--- src/inc/twm_defs.svh ---
`ifndef TWM_DEFS_SVH
`define TWM_DEFS_SVH

// register byte offsets
`define TWM_OFS_CTRL      5'h00
`define TWM_OFS_COUNT     5'h04
`define TWM_OFS_CMP_A     5'h08
`define TWM_OFS_CMP_B     5'h0C
`define TWM_OFS_FLAGS     5'h10
`define TWM_OFS_PINS      5'h14
`define TWM_OFS_DIV       5'h18

// control field positions
`define TWM_CTRL_MODE_LSB 0
`define TWM_CTRL_ACTB_LSB 4
`define TWM_CTRL_ACTA_LSB 6
`define TWM_MODE_HIGH_BIT 2

// flag bit positions
`define TWM_FLG_OVF       0
`define TWM_FLG_CMPA      1
`define TWM_FLG_CMPB      2

// pin register bit positions
`define TWM_PIN_DIR_LSB   0
`define TWM_PIN_PORT_LSB  2

// waveform mode codes
`define TWM_MODE_NORMAL   3'h0
`define TWM_MODE_PC_FF    3'h1
`define TWM_MODE_CLEAR    3'h2
`define TWM_MODE_FAST_FF  3'h3
`define TWM_MODE_PC_A     3'h5
`define TWM_MODE_FAST_A   3'h7

// counter extremes and reset values
`define TWM_BOTTOM        8'h00
`define TWM_MAX           8'hFF
`define TWM_RST_BYTE      8'h00
`define TWM_RST_WORD      32'h0000_0000

`endif

--- src/inc/twm_pkg.sv ---
package twm_pkg;

  // bus request carried as one group
  typedef struct packed {
    logic        read;
    logic        write;
    logic [4:0]  address;
    logic [31:0] writedata;
  } twm_bus_req_t;

  // whole state of the timer block
  typedef struct packed {
    logic [2:0]       mode;
    logic [1:0]       act_a;
    logic [1:0]       act_b;
    logic [7:0]       count;
    logic             dir_down;
    logic [1:0][7:0]  cmp_buf;
    logic [1:0][7:0]  cmp_act;
    logic [1:0]       cmp_out;
    logic [1:0]       match_pend;
    logic             ovf_flag;
    logic [1:0]       cmp_flag;
    logic             block;
    logic [1:0]       pin_dir;
    logic [1:0]       port_val;
    logic [7:0]       div;
    logic [7:0]       div_cnt;
    logic             waitreq;
    logic [31:0]      rdata;
    logic [1:0]       pin_out;
    logic [1:0]       pin_oe_n;
  } twm_state_t;

endpackage : twm_pkg

--- src/core/twm_timer.sv ---
`timescale 1ns/1ps
`include "twm_defs.svh"

module twm_timer
  import twm_pkg::*;
(
  // clock and reset
  input  wire logic          clk,
  input  wire logic          rst_n,
  // avalon-mm slave
  input  wire logic          avs_read,
  input  wire logic          avs_write,
  input  wire logic [4:0]    avs_address,
  input  wire logic [31:0]   avs_writedata,
  output logic [31:0]        avs_readdata,
  output logic               avs_waitrequest,
  // compare output pins
  output logic [1:0]         compare_out,
  output logic [1:0]         pin_out,
  output logic [1:0]         pin_oe_n
);

  ////////////////////////////////////////////////////////////////////////
  // state and decode

  twm_state_t   s_reg;          // registered state
  twm_state_t   s_next;         // next state
  twm_bus_req_t req;            // bundled bus request
  logic         tick;           // timer clock enable
  logic         is_pc;          // dual-slope mode
  logic         is_fast;        // single-slope mode
  logic         is_clear;       // clear-on-match mode
  logic         is_pwm;         // either pwm mode
  logic [7:0]   top;            // current top value
  logic         at_top;         // counter equals top
  logic         at_bottom;      // counter at bottom
  logic         high_bit;       // waveform_mode_high_bit
  logic [1:0]   match;          // unblocked compare matches
  logic [1:0]   out_next;       // per-channel output state
  logic [31:0]  rd_mux;         // read data selection
  logic         wr_done;        // write completes this edge
  logic [7:0]   cnt_next;       // counter next value
  logic         dir_next;       // direction next value
  logic         ovf_set;        // overflow event
  logic         load_buf;       // buffered compare transfer

  assign req.read      = avs_read;
  assign req.write     = avs_write;
  assign req.address   = avs_address;
  assign req.writedata = avs_writedata;

  // outputs come straight from state flops
  assign avs_readdata    = s_reg.rdata;
  assign avs_waitrequest = s_reg.waitreq;
  assign compare_out     = s_reg.cmp_out;
  assign pin_out         = s_reg.pin_out;
  assign pin_oe_n        = s_reg.pin_oe_n;

  ////////////////////////////////////////////////////////////////////////
  // mode decode

  // codes 4 and 6 fall back to plain up counting
  always_comb
  begin
    high_bit = s_reg.mode[`TWM_MODE_HIGH_BIT];
    is_pc    = (s_reg.mode == `TWM_MODE_PC_FF) ||
               (s_reg.mode == `TWM_MODE_PC_A);
    is_fast  = (s_reg.mode == `TWM_MODE_FAST_FF) ||
               (s_reg.mode == `TWM_MODE_FAST_A);
    is_clear = (s_reg.mode == `TWM_MODE_CLEAR);
    is_pwm   = is_pc || is_fast;
    // compare A becomes top in modes 5 and 7
    if (is_pwm && high_bit)
    begin
      top = s_reg.cmp_act[0];
    end
    else if (is_clear)
    begin
      top = s_reg.cmp_act[0];
    end
    else
    begin
      top = `TWM_MAX;
    end
    at_top    = (s_reg.count == top);
    at_bottom = (s_reg.count == `TWM_BOTTOM);
  end

  ////////////////////////////////////////////////////////////////////////
  // timer tick: software divider stands in for the prescaler

  assign tick = (s_reg.div_cnt == s_reg.div);

  ////////////////////////////////////////////////////////////////////////
  // counter sequencing

  always_comb
  begin
    cnt_next = s_reg.count;
    dir_next = s_reg.dir_down;
    ovf_set  = 1'b0;
    load_buf = 1'b0;
    if (is_clear)
    begin
      cnt_next = match[0] ? `TWM_BOTTOM : s_reg.count + 8'h01;
      ovf_set  = (s_reg.count == `TWM_MAX) && !match[0];
      dir_next = 1'b0;
    end
    else if (is_fast)
    begin
      cnt_next = at_top ? `TWM_BOTTOM : s_reg.count + 8'h01;
      ovf_set  = at_top;
      load_buf = at_top;
      dir_next = 1'b0;
    end
    else if (is_pc)
    begin
      ovf_set = at_bottom;
      if (top == `TWM_BOTTOM)
      begin
        // degenerate top: counter rests at bottom
        cnt_next = `TWM_BOTTOM;
        load_buf = 1'b1;
      end
      else if (!s_reg.dir_down)
      begin
        if (s_reg.count >= top)
        begin
          cnt_next = top - 8'h01;
          dir_next = 1'b1;
          load_buf = 1'b1;
        end
        else
        begin
          cnt_next = s_reg.count + 8'h01;
        end
      end
      else if (at_bottom)
      begin
        // turn upward again at bottom
        cnt_next = 8'h01;
        dir_next = 1'b0;
      end
      else
      begin
        cnt_next = s_reg.count - 8'h01;
      end
    end
    else
    begin
      // plain up counting wraps by itself
      cnt_next = s_reg.count + 8'h01;
      ovf_set  = (s_reg.count == `TWM_MAX);
      dir_next = 1'b0;
    end
  end

  ////////////////////////////////////////////////////////////////////////
  // per-channel compare and waveform logic

  genvar gi;
  generate
    for (gi = 0; gi < 2; gi++)
    begin : g_chan
      logic [1:0] act;          // output_action_sel of channel
      logic       tog_ok;       // toggle allowed in this mode
      logic       up_res;       // up-count match result
      logic       dn_res;       // down-count match result
      logic       ocr_top;      // compare sits at top
      logic       ocr_bot;      // compare sits at bottom

      assign act     = (gi == 0) ? s_reg.act_a : s_reg.act_b;
      assign ocr_top = (s_reg.cmp_act[gi] == top);
      assign ocr_bot = (s_reg.cmp_act[gi] == `TWM_BOTTOM);
      // a write to the counter blocks one tick of matches
      assign match[gi] = (s_reg.count == s_reg.cmp_act[gi]) &&
                         !s_reg.block;
      // in pwm modes toggle only on A with high bit
      assign tog_ok  = !is_pwm || ((gi == 0) && high_bit);
      assign up_res  = act[0];
      assign dn_res  = !act[0];

      always_comb
      begin
        out_next[gi] = s_reg.cmp_out[gi];
        if (!is_pwm)
        begin
          if (match[gi])
          begin
            unique case (act)
              2'd0: out_next[gi] = s_reg.cmp_out[gi];
              2'd1: out_next[gi] = !s_reg.cmp_out[gi];
              2'd2: out_next[gi] = 1'b0;
              2'd3: out_next[gi] = 1'b1;
            endcase
          end
        end
        else if (act[1] && is_fast)
        begin
          // set at bottom, clear on match
          // match at top ignored, bottom rules
          if (at_top)
          begin
            out_next[gi] = dn_res;
          end
          else if (match[gi] && !ocr_top)
          begin
            out_next[gi] = up_res;
          end
        end
        else if (act[1] && is_pc)
        begin
          if (at_top && !s_reg.dir_down)
          begin
            out_next[gi] = ocr_top ? dn_res : up_res;
          end
          else if (at_bottom)
          begin
            out_next[gi] = ocr_bot ? up_res : dn_res;
          end
          // clear going up, set going down
          else if (match[gi])
          begin
            out_next[gi] = s_reg.dir_down ? dn_res : up_res;
          end
        end
        // low bit toggles with high bit
        else if ((act == 2'd1) && tog_ok && match[gi])
        begin
          out_next[gi] = !s_reg.cmp_out[gi];
        end
      end
    end
  endgenerate

  ////////////////////////////////////////////////////////////////////////
  // register read mux

  always_comb
  begin
    rd_mux = `TWM_RST_WORD;
    unique case (req.address)
      `TWM_OFS_CTRL:
      begin
        rd_mux[`TWM_CTRL_MODE_LSB +: 3] = s_reg.mode;
        rd_mux[`TWM_CTRL_ACTB_LSB +: 2] = s_reg.act_b;
        rd_mux[`TWM_CTRL_ACTA_LSB +: 2] = s_reg.act_a;
      end
      `TWM_OFS_COUNT: rd_mux[7:0] = s_reg.count;
      // software sees the buffer, which is live outside pwm
      `TWM_OFS_CMP_A: rd_mux[7:0] = s_reg.cmp_buf[0];
      `TWM_OFS_CMP_B: rd_mux[7:0] = s_reg.cmp_buf[1];
      `TWM_OFS_FLAGS:
      begin
        rd_mux[`TWM_FLG_OVF]  = s_reg.ovf_flag;
        rd_mux[`TWM_FLG_CMPA] = s_reg.cmp_flag[0];
        rd_mux[`TWM_FLG_CMPB] = s_reg.cmp_flag[1];
      end
      `TWM_OFS_PINS:
      begin
        rd_mux[`TWM_PIN_DIR_LSB +: 2]  = s_reg.pin_dir;
        rd_mux[`TWM_PIN_PORT_LSB +: 2] = s_reg.port_val;
      end
      `TWM_OFS_DIV: rd_mux[7:0] = s_reg.div;
      // unmapped offsets read as zero
      default: rd_mux = `TWM_RST_WORD;
    endcase
  end

  ////////////////////////////////////////////////////////////////////////
  // next state

  always_comb
  begin
    s_next  = s_reg;
    wr_done = req.write && !s_reg.waitreq;

    // bus handshake: one wait cycle, then a single ready cycle
    if ((req.read || req.write) && s_reg.waitreq)
    begin
      s_next.waitreq = 1'b0;
      s_next.rdata   = req.read ? rd_mux : s_reg.rdata;
    end
    else
    begin
      s_next.waitreq = 1'b1;
    end

    // divider for the timer tick
    s_next.div_cnt = tick ? `TWM_RST_BYTE : s_reg.div_cnt + 8'h01;

    // timer advance on each tick
    if (tick)
    begin
      s_next.count    = cnt_next;
      s_next.dir_down = dir_next;
      s_next.cmp_out  = out_next;
      s_next.block    = 1'b0;
      // flag follows match by one tick
      // A flag on top in clear mode
      s_next.match_pend = match;
      s_next.cmp_flag   = s_reg.cmp_flag | s_reg.match_pend;
      s_next.ovf_flag   = s_reg.ovf_flag | ovf_set;
      if (is_pwm && load_buf)
      begin
        s_next.cmp_act = s_reg.cmp_buf;
      end
    end

    // register writes; flag sets win over clears
    if (wr_done)
    begin
      unique case (req.address)
        `TWM_OFS_CTRL:
        begin
          s_next.mode  = req.writedata[`TWM_CTRL_MODE_LSB +: 3];
          s_next.act_b = req.writedata[`TWM_CTRL_ACTB_LSB +: 2];
          s_next.act_a = req.writedata[`TWM_CTRL_ACTA_LSB +: 2];
        end
        `TWM_OFS_COUNT:
        begin
          // write beats the tick and blocks the next match
          s_next.count      = req.writedata[7:0];
          s_next.block      = 1'b1;
          s_next.match_pend = 2'b00;
        end
        `TWM_OFS_CMP_A:
        begin
          s_next.cmp_buf[0] = req.writedata[7:0];
          if (!is_pwm)
          begin
            s_next.cmp_act[0] = req.writedata[7:0];
          end
        end
        `TWM_OFS_CMP_B:
        begin
          s_next.cmp_buf[1] = req.writedata[7:0];
          if (!is_pwm)
          begin
            s_next.cmp_act[1] = req.writedata[7:0];
          end
        end
        `TWM_OFS_FLAGS:
        begin
          s_next.ovf_flag = (s_reg.ovf_flag &
                             !req.writedata[`TWM_FLG_OVF]) |
                            (tick & ovf_set);
          s_next.cmp_flag[0] = (s_reg.cmp_flag[0] &
                                !req.writedata[`TWM_FLG_CMPA]) |
                               (tick & s_reg.match_pend[0]);
          s_next.cmp_flag[1] = (s_reg.cmp_flag[1] &
                                !req.writedata[`TWM_FLG_CMPB]) |
                               (tick & s_reg.match_pend[1]);
        end
        `TWM_OFS_PINS:
        begin
          s_next.pin_dir  = req.writedata[`TWM_PIN_DIR_LSB +: 2];
          s_next.port_val = req.writedata[`TWM_PIN_PORT_LSB +: 2];
        end
        `TWM_OFS_DIV:
        begin
          s_next.div     = req.writedata[7:0];
          s_next.div_cnt = `TWM_RST_BYTE;
        end
        // unmapped writes are dropped
        default: s_next.div = s_next.div;
      endcase
    end

    // pin driven only when direction out
    // the override applies only while an action is selected
    s_next.pin_out[0]  = (s_next.act_a != 2'd0) ? s_next.cmp_out[0]
                                                : s_next.port_val[0];
    s_next.pin_out[1]  = (s_next.act_b != 2'd0) ? s_next.cmp_out[1]
                                                : s_next.port_val[1];
    s_next.pin_oe_n    = ~s_next.pin_dir;
  end

  ////////////////////////////////////////////////////////////////////////
  // state register

  // all state resets to constants; outputs idle with pins released
  always_ff @(posedge clk or negedge rst_n)
  begin
    if (!rst_n)
    begin
      s_reg          <= '0;
      s_reg.waitreq  <= 1'b1;
      s_reg.pin_oe_n <= 2'b11;
    end
    else
    begin
      s_reg <= s_next;
    end
  end

endmodule : twm_timer

--- config.mk ---
export PLATFORM = sky130hd
export DESIGN_NAME = twm_timer
export DESIGN_NICKNAME = d
export VERILOG_FILES = /design/src/inc/twm_pkg.sv /design/src/core/twm_timer.sv
export VERILOG_INCLUDE_DIRS = /design/src /design/src/inc
export SDC_FILE = /design/constraint.sdc
export NUM_CORES = 1
export LEC_CHECK = 0
export BUFFER_PORTS_ARGS = -buffer_cell sky130_fd_sc_hd__buf_2
export CORE_MARGIN = 2
export CORE_UTILIZATION = 45
export DETAILED_ROUTE_END_ITERATION = 12
export GPL_TIMING_DRIVEN = 0
export PLACE_DENSITY = 0.74
export SLEW_MARGIN = 25
export SYNTH_ARGS = -nofsm -noshare
export SYNTH_HDL_FRONTEND = slang
export SYNTH_SLANG_ARGS = --single-unit
--- constraint.sdc ---
create_clock -name clk -period 5.45 [get_ports clk]
set_input_delay 1.09 -clock clk [delete_from_list [all_inputs] [get_ports clk]]
set_output_delay 1.09 -clock clk [all_outputs]
set_load 0.005 [all_outputs]
# Yosys cells after proc, flatten, opt, wreduce, memory -nomap -nowiden
# Index checks and enable logic that the tools add are counted.
[classes] n_lt_le_gt_ge=1 n_eq_ne=25 n_reduce_logical=52 div=0 n_mul=0 shift=0 n_addsub=4 n_mux=79 n_bitwise=12
[op_table] operator="two-way mux 8 bit" n=19
[op_table] operator="== test 8 bit" n=6
[op_table] operator="two-way mux 1 bit" n=45
[op_table] operator="logical NOT 8 bit" n=4
[op_table] operator="two-way mux 16 bit" n=2
[op_table] operator="two-way mux 26 bit" n=1
[op_table] operator="two-way mux 24 bit" n=1
[op_table] operator="one-hot mux 3 bit (7 select lines)" n=1
[op_table] operator="one-hot mux 4 bit (5 select lines)" n=1
[op_table] operator="logical AND 1 bit" n=18
[op_table] operator="adder 8 x 1 -> 8 bit (second input constant)" n=2
[op_table] operator="subtractor 8 x 1 -> 8 bit (second input constant)" n=2
[op_table] operator="== test 5 bit (second input constant)" n=3
[op_table] operator="logical NOT 1 bit" n=14
[op_table] operator="two-way mux 12 bit" n=1
[op_table] operator="AND reduction 2 bit" n=6
[op_table] operator="== test 5 x 4 -> 1 bit (second input constant)" n=2
[op_table] operator="two-way mux 9 bit" n=1
[op_table] operator="== test 2 bit (second input constant)" n=4
[op_table] operator="== test 8 bit (second input constant)" n=1
[op_table] operator=">= comparator 8 bit" n=1
[op_table] operator="two-way mux 4 bit" n=2
[op_table] operator="one-hot mux 1 bit (4 select lines)" n=2
[op_table] operator="AND 1 bit" n=6
[op_table] operator="16 further kinds" n=28
[totals] register_bits=89 latch_bits=0 inputBits=41 mem_bits_rw=0 n_memories=0 romBits=0

# Logic depth before layout (Yosys ltp)
[depth] word_depth=18 ltp_mapped=15 depth_no_buf=12

# Worst setup path after synthesis
# No wires, ideal clock.
[synth_path] kind="register -> register" startpoint="reg s_reg, in the netlist high_bit" endpoint="reg s_reg[103] (netlist name)" setup_ns=0.128 n_path_buf=2 setup_slack_ns=1.681 required_ns=5.322 t_arrival_ns=3.641 period_less_slack_ns=3.769 stages_incl_launch_ff=15 cell_sequence="dfrtp_1 -> buf_6 -> nor3b_1 -> nor2_2 -> clkbuf_1 -> or2_2 -> ha_1 -> and4_1 -> nand2_1 -> o32a_1 -> a21boi_1 -> nor2_1 -> or4_1 -> a21oi_1 -> nor2_1"
[synth_rtl] element="from (decl)" line_no="twm_timer.sv:26" source="twm_state_t s_reg;"
[synth_rtl] element="from (signal assigned)" line_no="twm_timer.sv:393" source="s_reg <= s_next;"

==> metrics.txt <==
status finished clean; Leak 3.20 nW; DR pass1 iterations 5; residual DRC count 0; CP Cell Sequence buf_6 -> nor3b_1 -> nor2_2 -> clkbuf_1 -> or2_2 -> ha_1 -> and4_1 -> nand2_1 -> o32a_1 -> a21boi_1 -> o311ai_4 -> buf_6 -> mux2i_1 -> o21ai_1; crit path max-delay cell type a21boi_1; TritonCTS clock tree yes; antenna cell count 0; minimum clock period roughly 4.8 ns; Layout Nets ~830; Cell Rows 43; Synth Instances 713; routed wire length 19.0 mm; Max Clock Skew 0.0104 ns; Cell variety after synth 71; Worst path max stage delay ~0.7 ns; GP Congestion 1.02; RSZ-0062 raised after global routing no; first-pass GRT wire length about 30 mm; mean post-synth cell area 8.91 um^2; Starting Density 45.9%; Worst slew margin 33.8%; Global Route Usage Sum between 20% and 30%; Die X 123 um; core area ~0.014 mm^2; PD cells 423 mW/mm^2; initial drt markers 551; fraction of layout cells with a size suffix above 1 17.7%; final hold vios 0; CTS max path bufs 2; Skew-Pair Late Insertion Delay about 0.35 ns; drt wl/cell 19.7 um; pin count of the biggest net entering global routing 48; Worst Setup Start Kind flip-flop; Ports 80; Critical Path RT about 5.7 ns; Setup-failing EPs final 0; initial antenna violation count 0; Worst VDD drop 264 uV; final core occ 51.8%; antenna-violating nets left 0; #FFs+latches synth a little under 90; Fmax about 210 MHz; number of flip-flops under the largest register name 69; R2R cell count 14; Die Footprint 0.0151 mm^2; synth warn 0; crit-path max FO 10; Post-synth ARST share 100%; CP delay by family, top compound AO/OA/AOI/OAI gates; WP data arrival roughly 5.0 ns; total setup buffers inserted after CTS 0; Layout area overhead 12.8%; crit end category flip-flop; CP Depth 14; Tightest Pin Transition 0.984 ns; grt total ovfl 0; CTS resizes 0; post-synthesis cell area between 0.006 and 0.007 mm^2; dpl cells 944; setup slack after placement a little over 0.8 ns; IO Port Bufs 27; DIE HEIGHT approximately 120 um; vias post-DR between 5000 and 6000; most common flop cell mapped by yosys dfrtp_1; sequential fraction of the synthesis area 35.1%; period utilization about 88%; vias in the first global route 5154; worst setup margin 0.655 ns; Num Clock Sinks 89; class of the tightest hold or removal check flip-flop to flip-flop; Setup Crit Path Kind flip-flop to flip-flop; WP buf/inv 3; cts hold-fix bufs 0; CTS H-tree depth 3; max_cap viols 0; clk slew on worst S/H paths 0.07 ns; DP Wirelength 13.7 mm; cell depth of the worst min-delay path 1; setup total negative slack 0 ns; critical path's most frequent cell buf_6; Layout Cells excl Fill 960; clock root buffer clkbuf_16; max-slew violations 0; via/cell ratio 6.04; count of flip-flops with a built-in enable after synthesis 0; number of fill cells between 1000 and 1500; TritonCTS Buffers 9
==> synthesized netlist by cell type (4+ instances only) <==
library cell  instances  area [um^2]
dfrtp_1              86         2150
nand2_1              79          297
nor2_1               47          176
mux2i_1              39          390
buf_4                38          285
clkbuf_1             36          135
mux2_2               32          360
o21ai_0              32          160
xnor2_1              31          272
a21oi_1              27          135
nand3_1              24          120
xor2_1               21          184
nor3_1               13         65.1
o22ai_1              13         81.3
inv_1                10         37.5
o21ai_1              10         50.1
ha_1                  9          113
nand4_1               9         56.3
o211ai_1              9         67.6
a221oi_1              8         70.1
and2_1                8         50.1
nor4_1                8         50.1
a22oi_1               7         52.6
nand2b_1              7         43.8
a21o_1                6         45.0
a22o_1                6         52.6
buf_1                 6         22.5
a31oi_1               5         31.3
and3_1                5         31.3
buf_2                 5         25.0
nor4bb_1              5         50.1
o221ai_1              5         43.8
or3_1                 5         31.3
and4_1                4         35.0
o31ai_1               4         30.0
==> path summary, 6_finish.rpt <==
kind                           start              end  slack [ns]
setup / recovery            high_bit        s_reg[72]        0.65
hold / removal             s_reg[56]      pin_oe_n[1]        0.48
setup reg to reg            high_bit        s_reg[72]        0.65
hold reg to reg            s_reg[56]      pin_oe_n[1]        0.48
max in group asynchronous      rst_n  avs_waitrequest        4.17
min in group asynchronous      rst_n       s_reg[101]        0.65
==> worst reg2reg max path: stages, from the launching register on <==
cell      delay, ns
dfrtp_1        0.37
buf_6          0.14
nor3b_1        0.68
nor2_2         0.24
clkbuf_1       0.31
or2_2          0.36
ha_1           0.30
and4_1         0.22
nand2_1        0.06
o32a_1         0.38
a21boi_1       0.70
o311ai_4       0.37
buf_6          0.26
mux2i_1        0.17
o21ai_1        0.10
==> placed cells by master, fill, tap and decap left out, types with 10 or more instances in the layout <==
master / Yosys / layout
o21ai_1: 10 / 10
dfrtp_1: 86 / 86
mux2_2: 32 / 32
inv_1: 10 / 10
mux2i_1: 39 / 39
xnor2_1: 31 / 31
conb_1: 1 / 24
nor3_1: 13 / 12
buf_2: 5 / 31
nor2_1: 47 / 47
a21oi_1: 27 / 27
clkbuf_1: 36 / 38
nand3_1: 24 / 24
o22ai_1: 13 / 13
nand2_1: 79 / 79
xor2_1: 21 / 21
buf_4: 38 / 38
o21ai_0: 32 / 32
==> cell type report <==
type / count / area (um^2) / area share, %
buffer: 87 / 490 / 6.85
clock buffer: 11 / 233 / 3.25
clock inverter: 5 / 86.3 / 1.21
inverter: 11 / 41.3 / 0.577
multi-input combinational: 549 / 3690 / 51.5
sequential: 89 / 2230 / 31.1
tap: 180 / 225 / 3.14
timing repair buffer: 28 / 169 / 2.36
==> logic make-up (layout without fill, tap and decap cells) <==
family / after synthesis / in the layout / share of synthesized area, %
AOI/OAI and AO/OA: 162 / 162 / 17.8
DFF: 89 / 89 / 35.1
adders and majority gates: 10 / 10 / 1.93
xor gates and xnor gates: 52 / 52 / 7.17
and+or+nand+nor: 230 / 230 / 17.8
muxes: 71 / 71 / 11.8
buffers and inverters: 98 / 142 / 8.37
other: 1 / 24 / 0.0590
==> power breakdown <==
part | total (mW) | leakage (nW) | switching [mW] | internal (mW)
sequential | 1.00 | 1.11 | 0.181 | 0.820
clock | 0.674 | 0.155 | 0.268 | 0.406
combinational | 1.36 | 1.93 | 0.823 | 0.533
==> metal layers <==
| layer | global-route usage [%] | share of wire (%) |
|---|---|---|
| met4 | 8.98 | 2.5 |
| met5 | 0 | 0 |
| met3 | 3.76 | 9.7 |
| met2 | 41.0 | 46 |
| met1 | 36.7 | 41 |
==> metrics by stage <==
step                power, mW  hold slack [ns]  cell area [um^2]
CTS                      3.00            0.484              7160
detailed placement       2.32            0.471              6840
finish                   3.03            0.480              7160
global route             3.19            0.506              7160
global placement         2.30            0.468              6800
floorplan                1.92            0.411              6440
Note: power is estimated with default switching activity, not from simulation.
